==> config.mk <==
export PLATFORM = sky130hd
export DESIGN_NAME = smc_sleep_ctrl
export DESIGN_NICKNAME = d
export VERILOG_FILES = /design/src/verilog/smc_sleep_ctrl.v
export VERILOG_INCLUDE_DIRS = /design/src /design/src/verilog
export SDC_FILE = /design/constraint.sdc
export NUM_CORES = 1
export LEC_CHECK = 0
export ABC_CLOCK_PERIOD_IN_PS = 2200
export BUFFER_PORTS_ARGS = -buffer_cell sky130_fd_sc_hd__buf_2
export CORE_MARGIN = 5
export CORE_UTILIZATION = 45
export CTS_CLUSTER_SIZE = 40
export DETAILED_ROUTE_END_ITERATION = 12
export PLACE_DENSITY = 0.74
export SYNTH_ARGS = -nofsm -noshare
export SYNTH_HDL_FRONTEND = slang
export SYNTH_SLANG_ARGS = --single-unit
==> constraint.sdc <==
create_clock -name CLOCK -period 2.2 [get_ports CLOCK]
set_input_delay 0.11 -clock CLOCK [delete_from_list [all_inputs] [get_ports CLOCK]]
set_output_delay 0.11 -clock CLOCK [all_outputs]
set_load 0.01 [all_outputs]
==> src/verilog/smc_regs.vh <==
// sleep mode controller constants: offsets, fields, modes, timing
// Functional notes
// - sleep only if arm bit set at instruction
// - select codes: idle, pdown, psave, standby, extstandby
// - interrupt wake: four-cycle stall plus start-up
// - wake leaves register file and memory intact
// - reset during sleep restarts from reset vector
// - idle stops only core and flash clocks
// - idle wakes on external and internal interrupts
// - power-down stops oscillator and generated clocks
// - power-down wakes on listed asynchronous sources only
// - power-down wake waits configured clock start-up
// - power-save behaves exactly as power-down
// - standby keeps oscillator, wakes in six cycles
// - extended standby equals standby with oscillator running
// - io clock idle only; oscillator off in pdown/psave
// - watchdog and usb wake interrupts wake always
// - sleep control bits 7-4 read zero
// - regulator off bit cleared by every reset
`ifndef SMC_REGS_VH
`define SMC_REGS_VH
`define SMC_ADDR_SLEEP_CTRL   4'h0
`define SMC_ADDR_REG_CTRL     4'h4
`define SMC_ADDR_STATUS       4'h8
`define SMC_ARM_BIT           0
`define SMC_SEL_LSB           1
`define SMC_SEL_MSB           3
`define SMC_REGOFF_BIT        0
`define SMC_MODE_IDLE         3'h0
`define SMC_MODE_PDOWN        3'h2
`define SMC_MODE_PSAVE        3'h3
`define SMC_MODE_STANDBY      3'h6
`define SMC_MODE_EXTSTBY      3'h7
`define SMC_STALL_CYCLES      8'h04
`define SMC_STANDBY_CYCLES    8'h06
`define SMC_RESP_OKAY         2'h0
`define SMC_RESP_SLVERR       2'h2
`endif

==> src/verilog/smc_sleep_ctrl.v <==
// sleep mode controller: mode decode, clock gating, wake sequencing
//
// Our own choices: the register offsets and the AXI4-Lite register port.
`timescale 1ns/10ps
`include "smc_regs.vh"
module smc_sleep_ctrl (
   // clock and reset
   input  wire        CLOCK,
   input  wire        RESET,
   // axi4-lite write address
   input  wire [3:0]  AWADDR,
   input  wire        AWVALID,
   output reg         AWREADY,
   // axi4-lite write data
   input  wire [31:0] WDATA,
   input  wire [3:0]  WSTRB,
   input  wire        WVALID,
   output reg         WREADY,
   // axi4-lite write response
   output reg  [1:0]  BRESP,
   output reg         BVALID,
   input  wire        BREADY,
   // axi4-lite read
   input  wire [3:0]  ARADDR,
   input  wire        ARVALID,
   output reg         ARREADY,
   output reg  [31:0] RDATA,
   output reg  [1:0]  RRESP,
   output reg         RVALID,
   input  wire        RREADY,
   // core side
   input  wire        SLEEP_INSTR,
   input  wire        EXT_CRYSTAL,
   input  wire [7:0]  STARTUP_CYCLES,
   // wake sources
   input  wire        EXT_IRQ_LOW_GROUP,
   input  wire        EXT_IRQ_HIGH_LEVEL,
   input  wire        PIN_CHANGE_IRQ,
   input  wire        TWI_ADDR_MATCH,
   input  wire        WDT_IRQ,
   input  wire        USB_WAKE_IRQ,
   input  wire        USB_SYNC_IRQ,
   input  wire        NVM_READY_IRQ,
   input  wire        OTHER_IO_IRQ,
   input  wire        EXT_IRQ_HIGH_EDGE,
   // clock gates and status
   output reg         CPU_CLK_EN,
   output reg         FLASH_CLK_EN,
   output reg         IO_CLK_EN,
   output reg         MAIN_OSC_EN,
   output reg         CPU_STALL,
   output reg         REGULATOR_OFF,
   output reg         ASLEEP
);

   localparam ST_RUN   = 4'b0001;
   localparam ST_SLEEP = 4'b0010;
   localparam ST_START = 4'b0100;
   localparam ST_STALL = 4'b1000;

   reg [3:0] state_q;
   reg [2:0] mode_q;
   reg [7:0] cnt_q;
   reg       arm_q;
   reg [2:0] sel_q;
   reg       aw_got_q;
   reg       w_got_q;
   reg [3:0] aw_addr_q;
   reg [7:0] w_data_q;
   reg       w_strb_q;
   reg [7:0] rd_d;
   reg [3:0] state_d;
   reg [2:0] mode_d;
   reg [7:0] cnt_d;
   reg       cpu_en_d;
   reg       io_en_d;
   reg       osc_en_d;
   reg       stall_d;
   reg       asleep_d;
   reg       arm_d;
   reg [2:0] sel_d;
   reg       regoff_d;
   reg [1:0] bresp_d;

   // bus handshake events
   wire wr_fire = aw_got_q && w_got_q && !BVALID;
   wire b_done  = BVALID && BREADY;
   wire ar_fire = ARVALID && ARREADY;
   wire r_done  = RVALID && RREADY;

   // reserved codes never sleep
   function valid_mode;
      input [2:0] m;
      begin
         valid_mode = (m == `SMC_MODE_IDLE) || (m == `SMC_MODE_PDOWN) ||
                      (m == `SMC_MODE_PSAVE) || (m == `SMC_MODE_STANDBY) ||
                      (m == `SMC_MODE_EXTSTBY);
      end
   endfunction

   // deep modes cut the oscillator
   function osc_stops;
      input [2:0] m;
      begin
         osc_stops = (m == `SMC_MODE_PDOWN) || (m == `SMC_MODE_PSAVE);
      end
   endfunction

   // only idle keeps the io clock
   function io_stops;
      input [2:0] m;
      begin
         io_stops = (m != `SMC_MODE_IDLE);
      end
   endfunction

   // offsets that answer okay
   function addr_mapped;
      input [3:0] a;
      begin
         addr_mapped = (a == `SMC_ADDR_SLEEP_CTRL) || (a == `SMC_ADDR_REG_CTRL) ||
                       (a == `SMC_ADDR_STATUS);
      end
   endfunction

   // stall and standby counters load one short since the zero cycle counts too
   function [7:0] count_down;
      input [7:0] c;
      begin
         count_down = c - 8'h01;
      end
   endfunction

   // standby variants need an external crystal to be entered
   wire mode_ok = valid_mode(sel_q) &&
                  (!sel_q[2] || EXT_CRYSTAL);
   wire enter = (state_q == ST_RUN) && SLEEP_INSTR && arm_q && mode_ok;

   wire deep_wake = EXT_IRQ_LOW_GROUP | EXT_IRQ_HIGH_LEVEL | PIN_CHANGE_IRQ |
                    TWI_ADDR_MATCH | WDT_IRQ | USB_WAKE_IRQ;
   wire idle_wake = deep_wake | EXT_IRQ_HIGH_EDGE | USB_SYNC_IRQ |
                    NVM_READY_IRQ | OTHER_IO_IRQ;
   wire wake = (mode_q == `SMC_MODE_IDLE) ? idle_wake : deep_wake;
   wire osc_off = osc_stops(mode_q);

   // sequencer next state
   always @* begin
      state_d = state_q;
      mode_d  = mode_q;
      cnt_d   = cnt_q;
      case (state_q)
         ST_RUN: begin
            if (enter) begin
               state_d = ST_SLEEP;
               mode_d  = sel_q;
            end
         end
         ST_SLEEP: begin
            if (wake) begin
               if (mode_q == `SMC_MODE_IDLE) begin
                  state_d = ST_STALL;
                  cnt_d   = count_down(`SMC_STALL_CYCLES);
               end else if (osc_off) begin
                  state_d = ST_START;
                  cnt_d   = STARTUP_CYCLES;
               end else begin
                  state_d = ST_START;
                  cnt_d   = count_down(`SMC_STANDBY_CYCLES);
               end
            end
         end
         ST_START: begin
            if (cnt_q == 8'h00) begin
               state_d = ST_STALL;
               cnt_d   = count_down(`SMC_STALL_CYCLES);
            end else begin
               cnt_d = count_down(cnt_q);
            end
         end
         ST_STALL: begin
            if (cnt_q == 8'h00) begin
               state_d = ST_RUN;
            end else begin
               cnt_d = count_down(cnt_q);
            end
         end
         default: begin
            state_d = ST_RUN;
         end
      endcase
   end

   // sequencer; register file and memory are never touched here
   always @(posedge CLOCK) begin
      if (RESET) begin
         state_q <= ST_RUN;
         mode_q  <= `SMC_MODE_IDLE;
         cnt_q   <= 8'h00;
      end else begin
         state_q <= state_d;
         mode_q  <= mode_d;
         cnt_q   <= cnt_d;
      end
   end

   // gates look at entry too, so clocks stop on the edge that starts sleep
   always @* begin
      cpu_en_d = (state_q == ST_RUN) && !enter;
      io_en_d  = !((state_q == ST_SLEEP) && io_stops(mode_q)) &&
                 !(enter && io_stops(sel_q));
      osc_en_d = !((state_q == ST_SLEEP) && osc_off) &&
                 !(enter && osc_stops(sel_q));
      stall_d  = (state_q == ST_START) || (state_q == ST_STALL);
      asleep_d = (state_q == ST_SLEEP) || enter;
   end

   // clock gate outputs
   always @(posedge CLOCK) begin
      if (RESET) begin
         CPU_CLK_EN   <= 1'b1;
         FLASH_CLK_EN <= 1'b1;
         IO_CLK_EN    <= 1'b1;
         MAIN_OSC_EN  <= 1'b1;
         CPU_STALL    <= 1'b0;
         ASLEEP       <= 1'b0;
      end else begin
         CPU_CLK_EN   <= cpu_en_d;
         FLASH_CLK_EN <= cpu_en_d;
         IO_CLK_EN    <= io_en_d;
         MAIN_OSC_EN  <= osc_en_d;
         CPU_STALL    <= stall_d;
         ASLEEP       <= asleep_d;
      end
   end

   // register updates; a cleared byte strobe leaves everything as it was
   always @* begin
      arm_d    = arm_q;
      sel_d    = sel_q;
      regoff_d = REGULATOR_OFF;
      bresp_d  = `SMC_RESP_OKAY;
      if (wr_fire) begin
         if (!addr_mapped(aw_addr_q)) begin
            bresp_d = `SMC_RESP_SLVERR;
         end else if (w_strb_q) begin
            if (aw_addr_q == `SMC_ADDR_SLEEP_CTRL) begin
               arm_d = w_data_q[`SMC_ARM_BIT];
               sel_d = w_data_q[`SMC_SEL_MSB:`SMC_SEL_LSB];
            end
            if (aw_addr_q == `SMC_ADDR_REG_CTRL) begin
               regoff_d = w_data_q[`SMC_REGOFF_BIT];
            end
         end
      end
   end

   // axi4-lite write path: address and data taken in either order
   always @(posedge CLOCK) begin
      if (RESET) begin
         AWREADY   <= 1'b1;
         WREADY    <= 1'b1;
         aw_got_q  <= 1'b0;
         w_got_q   <= 1'b0;
         aw_addr_q <= 4'h0;
         w_data_q  <= 8'h00;
         w_strb_q  <= 1'b0;
         BVALID    <= 1'b0;
         BRESP     <= `SMC_RESP_OKAY;
         arm_q     <= 1'b0;
         sel_q     <= `SMC_MODE_IDLE;
         REGULATOR_OFF <= 1'b0;
      end else begin
         if (AWVALID && AWREADY) begin
            aw_got_q  <= 1'b1;
            aw_addr_q <= AWADDR;
            AWREADY   <= 1'b0;
         end
         if (WVALID && WREADY) begin
            w_got_q  <= 1'b1;
            w_data_q <= WDATA[7:0];
            w_strb_q <= WSTRB[0];
            WREADY   <= 1'b0;
         end
         if (wr_fire) begin
            BVALID <= 1'b1;
            BRESP  <= bresp_d;
         end
         arm_q         <= arm_d;
         sel_q         <= sel_d;
         REGULATOR_OFF <= regoff_d;
         if (b_done) begin
            BVALID   <= 1'b0;
            aw_got_q <= 1'b0;
            w_got_q  <= 1'b0;
            AWREADY  <= 1'b1;
            WREADY   <= 1'b1;
         end
      end
   end

   // read mux; upper control bits always zero
   always @* begin
      case (ARADDR)
         `SMC_ADDR_SLEEP_CTRL: rd_d = {4'h0, sel_q, arm_q};
         `SMC_ADDR_REG_CTRL:   rd_d = {7'h00, REGULATOR_OFF};
         `SMC_ADDR_STATUS:     rd_d = {state_q, 1'b0, mode_q};
         default:              rd_d = 8'h00;
      endcase
   end

   always @(posedge CLOCK) begin
      if (RESET) begin
         ARREADY <= 1'b1;
         RVALID  <= 1'b0;
         RDATA   <= 32'h00000000;
         RRESP   <= `SMC_RESP_OKAY;
      end else begin
         if (ar_fire) begin
            ARREADY <= 1'b0;
            RVALID  <= 1'b1;
            RDATA   <= {24'h000000, rd_d};
            RRESP   <= addr_mapped(ARADDR) ? `SMC_RESP_OKAY : `SMC_RESP_SLVERR;
         end else if (r_done) begin
            RVALID  <= 1'b0;
            ARREADY <= 1'b1;
         end
      end
   end

endmodule // smc_sleep_ctrl

# Word-level counts from Yosys, hierarchy flattened
# Index checks and enable logic that the tools add are counted.
classes:
  n_eq_ne: 19
  addsub: 1
  n_shift: 0
  n_lt_le_gt_ge: 0
  bitwise: 9
  n_reduce_logical: 53
  n_mux: 20
  multipliers: 0
  n_div: 0
op_table:
  columns: ["op", "count"]
  rows:
  - ["case mux 8 bit (3 select lines)", 2]
  - ["2-to-1 mux 8 bit", 5]
  - ["2-to-1 mux 4 bit", 5]
  - ["logical AND 1 bit", 18]
  - ["case mux 4 bit (4 select lines)", 1]
  - ["logical OR 1 bit", 13]
  - ["== test 3 x 2 -> 1 bit, second input constant", 4]
  - ["== test 4 x 3 -> 1 bit, second input constant", 3]
  - ["== test 4 bit, second input constant", 3]
  - ["AND reduction 4 bit", 3]
  - ["!= test 2 bit, second input constant", 5]
  - ["OR 1 bit", 9]
  - ["nonzero test 3 bit", 3]
  - ["logical NOT 4 bit", 2]
  - ["logical NOT 8 bit", 1]
  - ["subtractor 8 x 1 -> 8 bit, second input constant", 1]
  - ["logical NOT 1 bit", 7]
  - ["== test 3 bit, second input constant", 2]
  - ["logical NOT 3 bit", 2]
  - ["2-to-1 mux 1 bit", 5]
  - ["== test 4 x 1 -> 1 bit, second input constant", 1]
  - ["== test 4 x 2 -> 1 bit, second input constant", 1]
  - ["2-to-1 mux 2 bit", 2]
  - ["AND reduction 3 bit", 1]
  - ["other kinds (3)", 3]
word_totals:
  input_bits: 71
  wordCells: 126
  rom_bits: 0
  mem_count: 0
  mem_bits_rw: 0
  reg_bits: 53
  output_inout_bits: 48
  latch_bits: 0

# Longest topological paths before layout
logic_depth:
  depth_word: 12
  mapped_depth: 8

# Worst setup path after synthesis
# Ideal clock, no wire load.
synth_path:
  kind: "register -> register"
  start: "register cnt_q[0]"
  end: "register cnt_q[0]"
  period_less_slack_ns: 1.856
  stages_incl_launch_ff: 8
  t_arrival_ns: 1.789
  slack_ns: 0.344
  path_cell_list: "dfxtp_1 inv_1 ha_1 or4b_4 nor3_4 nor2_2 a221o_1 a21oi_2"
synth_between:
  elab_chain_cells: 3
  elab_cells_between_ends: 7
  classes_between: "add/sub: 1; eq/ne: 1; mux: 3; reduce/logical: 2"
synth_rtl:
  columns: ["item", "line_no", "text"]
  rows:
  - ["start: declaration", "smc_sleep_ctrl.v:63", "reg [7:0] cnt_q;"]
  - ["start signal: assignment", "smc_sleep_ctrl.v:202", "cnt_q <= cnt_d;"]
  - ["subtractor 8 x 1 -> 8 bit or logical NOT 8 bit (tied branches)", "smc_sleep_ctrl.v:130, smc_sleep_ctrl.v:173, smc_sleep_ctrl.v:181", null]
  - ["2-to-1 mux 8 bit, or another cell as far along", "smc_sleep_ctrl.v:181", "if (cnt_q == 8'h00) begin"]
  - ["case mux 8 bit (3 select lines) or AND reduction 3 bit (tied branches)", null, null]
# Parallel ways exist; a longest one is shown, timed or not. The select of a mux whose other input is x is not followed.
# A chain may end at the register's enable or synchronous reset.

# Final worst setup path
# Same ends and word-level chain as after synthesis.

==> summary.txt <==
Run status
  • Run status: complete, no violations

CTS
  • Number of gates resized after cts: 0
  • CTS Hold Buffers Added: 0
  • CTS buffer count: 5
  • Reg clk slew, reported paths: 0.09 ns
  • CTS tree: done
  • Clk_lat worst skew: 0.30 ns
  • Postcts setup bufs: 0
  • H-tree levels: 2
  • Clock Path Buffers: 2
  • Clock root buffer: clkbuf_8
  • Clk sink count: 51

Routing
  • Residual DRC: 0
  • Antenna Violating Nets Remaining: 0
  • Wire per inst: 12.6 microns
  • 1st-pass router iterations: 4
  • Vias: 2,201
  • Via-to-Cell Ratio: 5.12
  • Initial DRC Count: 126
  • Detailed Route WL: 5400 microns

Die
  • Die width: 85.6 microns
  • Row cnt: 27
  • DIE AREA: 7330 sq um
  • Initial Utilization: 46.4%
  • Ports: 119
  • Core footprint: 5540 sq um
  • Chip Height: 85.6 microns

STA
  • Worst rel slew slack: 40.9%
  • Final hold violation count: 0
  • RSZ-0062 raised after global routing: no
  • Min Clock Period, post-route: 1.97 ns
  • Actual slew at the worst max-slew pin: 0.887 ns
  • Final Skew: 0.00717 ns
  • Setup TNS: 0 ns
  • Final Max Slew Viols: 0
  • Setup WS post-layout: 0.234 ns
  • Final Cycle Share: 89.4%
  • Max Fclk: 509 MHz
  • Final Setup Violations: 0

Hold path
  • Min-delay src: WDATA[1]
  • Hold Path Depth: 3
  • WHS Endpoint: w_data_q[1]
  • Hold/Removal Path Class: primary input to flop

Logic synthesis
  • Yosys reg bits: 51
  • Async SR Flop Fraction: 0%
  • Post-Syn Area: 2570 sq um
  • Post-synthesis sequential area ratio: 39.7%
  • Syn. warnings: 0
  • Yosys top cell area share: 39.7%
  • Most common cell in the netlist: dfxtp_1
  • Largest area contributor in the netlist: dfxtp_1
  • Post-synth top cells: dfxtp_1, nor2_1, a21oi_1, buf_4, nand2_1
  • Syn_area_per_cell: 8.51 sq um
  • EDFF count, synth: 0
  • Syn Inst Count: 302
  • Ys flop type: dfxtp_1
  • Largest cells by area after synthesis: dfxtp_1, buf_4, a21oi_1
  • Distinct cell type count after synthesis: 49

Pwr
  • Leakage: 1.25 nW
  • PD cells: 608 nW/um^2
  • Peak supply drop: 0.000371 V

Global routing
  • Vias in the first global route: 2,032
  • First-pass GRT wire length: 8910 microns
  • Global route total overflow: 0
  • Largest net degree at the start of global routing: 53
  • Gr usage total: 14.5%
  • Antenna violations before repair: 0

Placed design
  • Pre-CTS setup slack: 0.252 ns
  • IO buf count: 61
  • Routability cong.: 0.870
  • DP Wirelength: 4070 microns
  • Placed Area: 2830 sq um
  • Cells after DPL: 422

Setup path
  • Critical path type: flop to flop
  • CP required: 2.43 ns
  • CP max FO: 8
  • Setup slack, reg-to-reg: 0.23 ns
  • CP endpoint kind: flop
  • Worst R2R Start: cnt_q[0]
  • Data arrival, critical path: 2.20 ns
  • Worst Setup Start Kind: flop
  • R2r endpoint: cnt_q[0]
  • R2r worst-path depth: 7

Job
  • Max_cap viols: 0

Finish
  • Fin area: 2950 sq um
  • ANT cells: 0
  • Area grow syn2layout: 14.7%
  • Final Non-Filler Cells: 430
  • Share of layout cells above drive strength 1: 24.6%
  • Layout Nets: 430
[registers in the layout (all words and copies together) (netlist names), 3 cells and up]
name	count
RDATA	8
io_stops.m	3
aw_addr_q	4
cnt_q	8
mode_q	3
w_data_q	4
state_q	4
[cell usage in the layout (no fill, tap or decap), types with 2 or more instances in the layout]
cell type and count:
a211oi_1 6, a21o_1 3, a21oi_1 28, a221oi_1 4, a22oi_1 5, buf_2 61, buf_4 5, clkbuf_8 6
conb_1 26, dfxtp_1 51, ha_1 2, inv_1 11, mux2i_1 10, nand2_1 19, nand2b_1 10, nand3_1 13
nor2_1 29, nor2b_1 3, nor3_1 9, nor4_1 3, nor4b_1 3, nor4b_2 3, o21ai_0 8, o22ai_1 3
o32ai_1 4, or3_1 4, or3b_2 2, xnor2_1 3, xor2_1 2
[cells by family (layout without fill, tap and decap cells)]
logic type | after synthesis | count (layout) | synth area share (%)
AOI/OAI and AO/OA | 72 | 72 | 18.5
xor gates and xnor gates | 5 | 5 | 1.70
adders and majority gates | 2 | 2 | 0.973
buffers and inverters | 54 | 85 | 12.1
DFF | 51 | 51 | 39.7
muxes | 10 | 10 | 3.89
other | 1 | 26 | 0.146
and+or+nand+nor | 107 | 107 | 22.9
[power by group]
part | switching [W] | leakage [nW] | internal, W
Sequential | 0.0000191 | 0.414 | 0.000944
Clock | 0.000314 | 0.0618 | 0.000374
Combinational | 0.0000858 | 0.775 | 0.0000542
[routing by layer]
metal | up-vias | GRT usage (%) | share of wire [%]
met4 | 0 | 5.04 | 1.1
met1 | 997 | 18.6 | 44
met5 | - | 0 | 0
met2 | 74 | 23.5 | 47
met3 | 5 | 3.75 | 7.9
li1 | 1125 | - | -
[worst max path at each step]
stage | start | endpoint | depth (start not counted)
after floorplan | cnt_q[0] | cnt_q[0] | 7
after global placement | cnt_q[0] | cnt_q[0] | 7
after detailed placement | cnt_q[0] | cnt_q[0] | 7
after CTS | cnt_q[0] | cnt_q[0] | 7
after global routing | cnt_q[1] | cnt_q[5] | 8
final | cnt_q[0] | cnt_q[0] | 7
[worst max-delay path: stages (launching register included)]
cell and delay [ns]:
dfxtp_1 0.34, inv_1 0.10, ha_1 0.16, or4b_4 0.49, nor3_4 0.20, nor2_2 0.11
a221o_1 0.37, a21oi_2 0.11
[layout make-up]
type | count | area, sq um
clock inverter | 2 | 38.8
tap | 72 | 90.1
multi-input combinational | 222 | 1330
sequential | 51 | 1020
clock buffer | 6 | 82.6
timing repair buffer | 66 | 343
inverter | 11 | 41.3
fill | 523 | 2590
[through the flow]
| step | hold WS, ns | util [%] | power [W] |
|---|---|---|---|
| finish | 0.0557 | 53.2 | 0.00179 |
| detailed placement | 0.373 | 51.0 | 0.00112 |
| global placement | 0.367 | 51.0 | 0.00112 |
| floorplan | 0.210 | - | 0.00110 |
| CTS | 0.0392 | 53.2 | 0.00182 |
| global route | 0.0479 | 53.2 | 0.00186 |
Power figures use the tool's default switching activity.
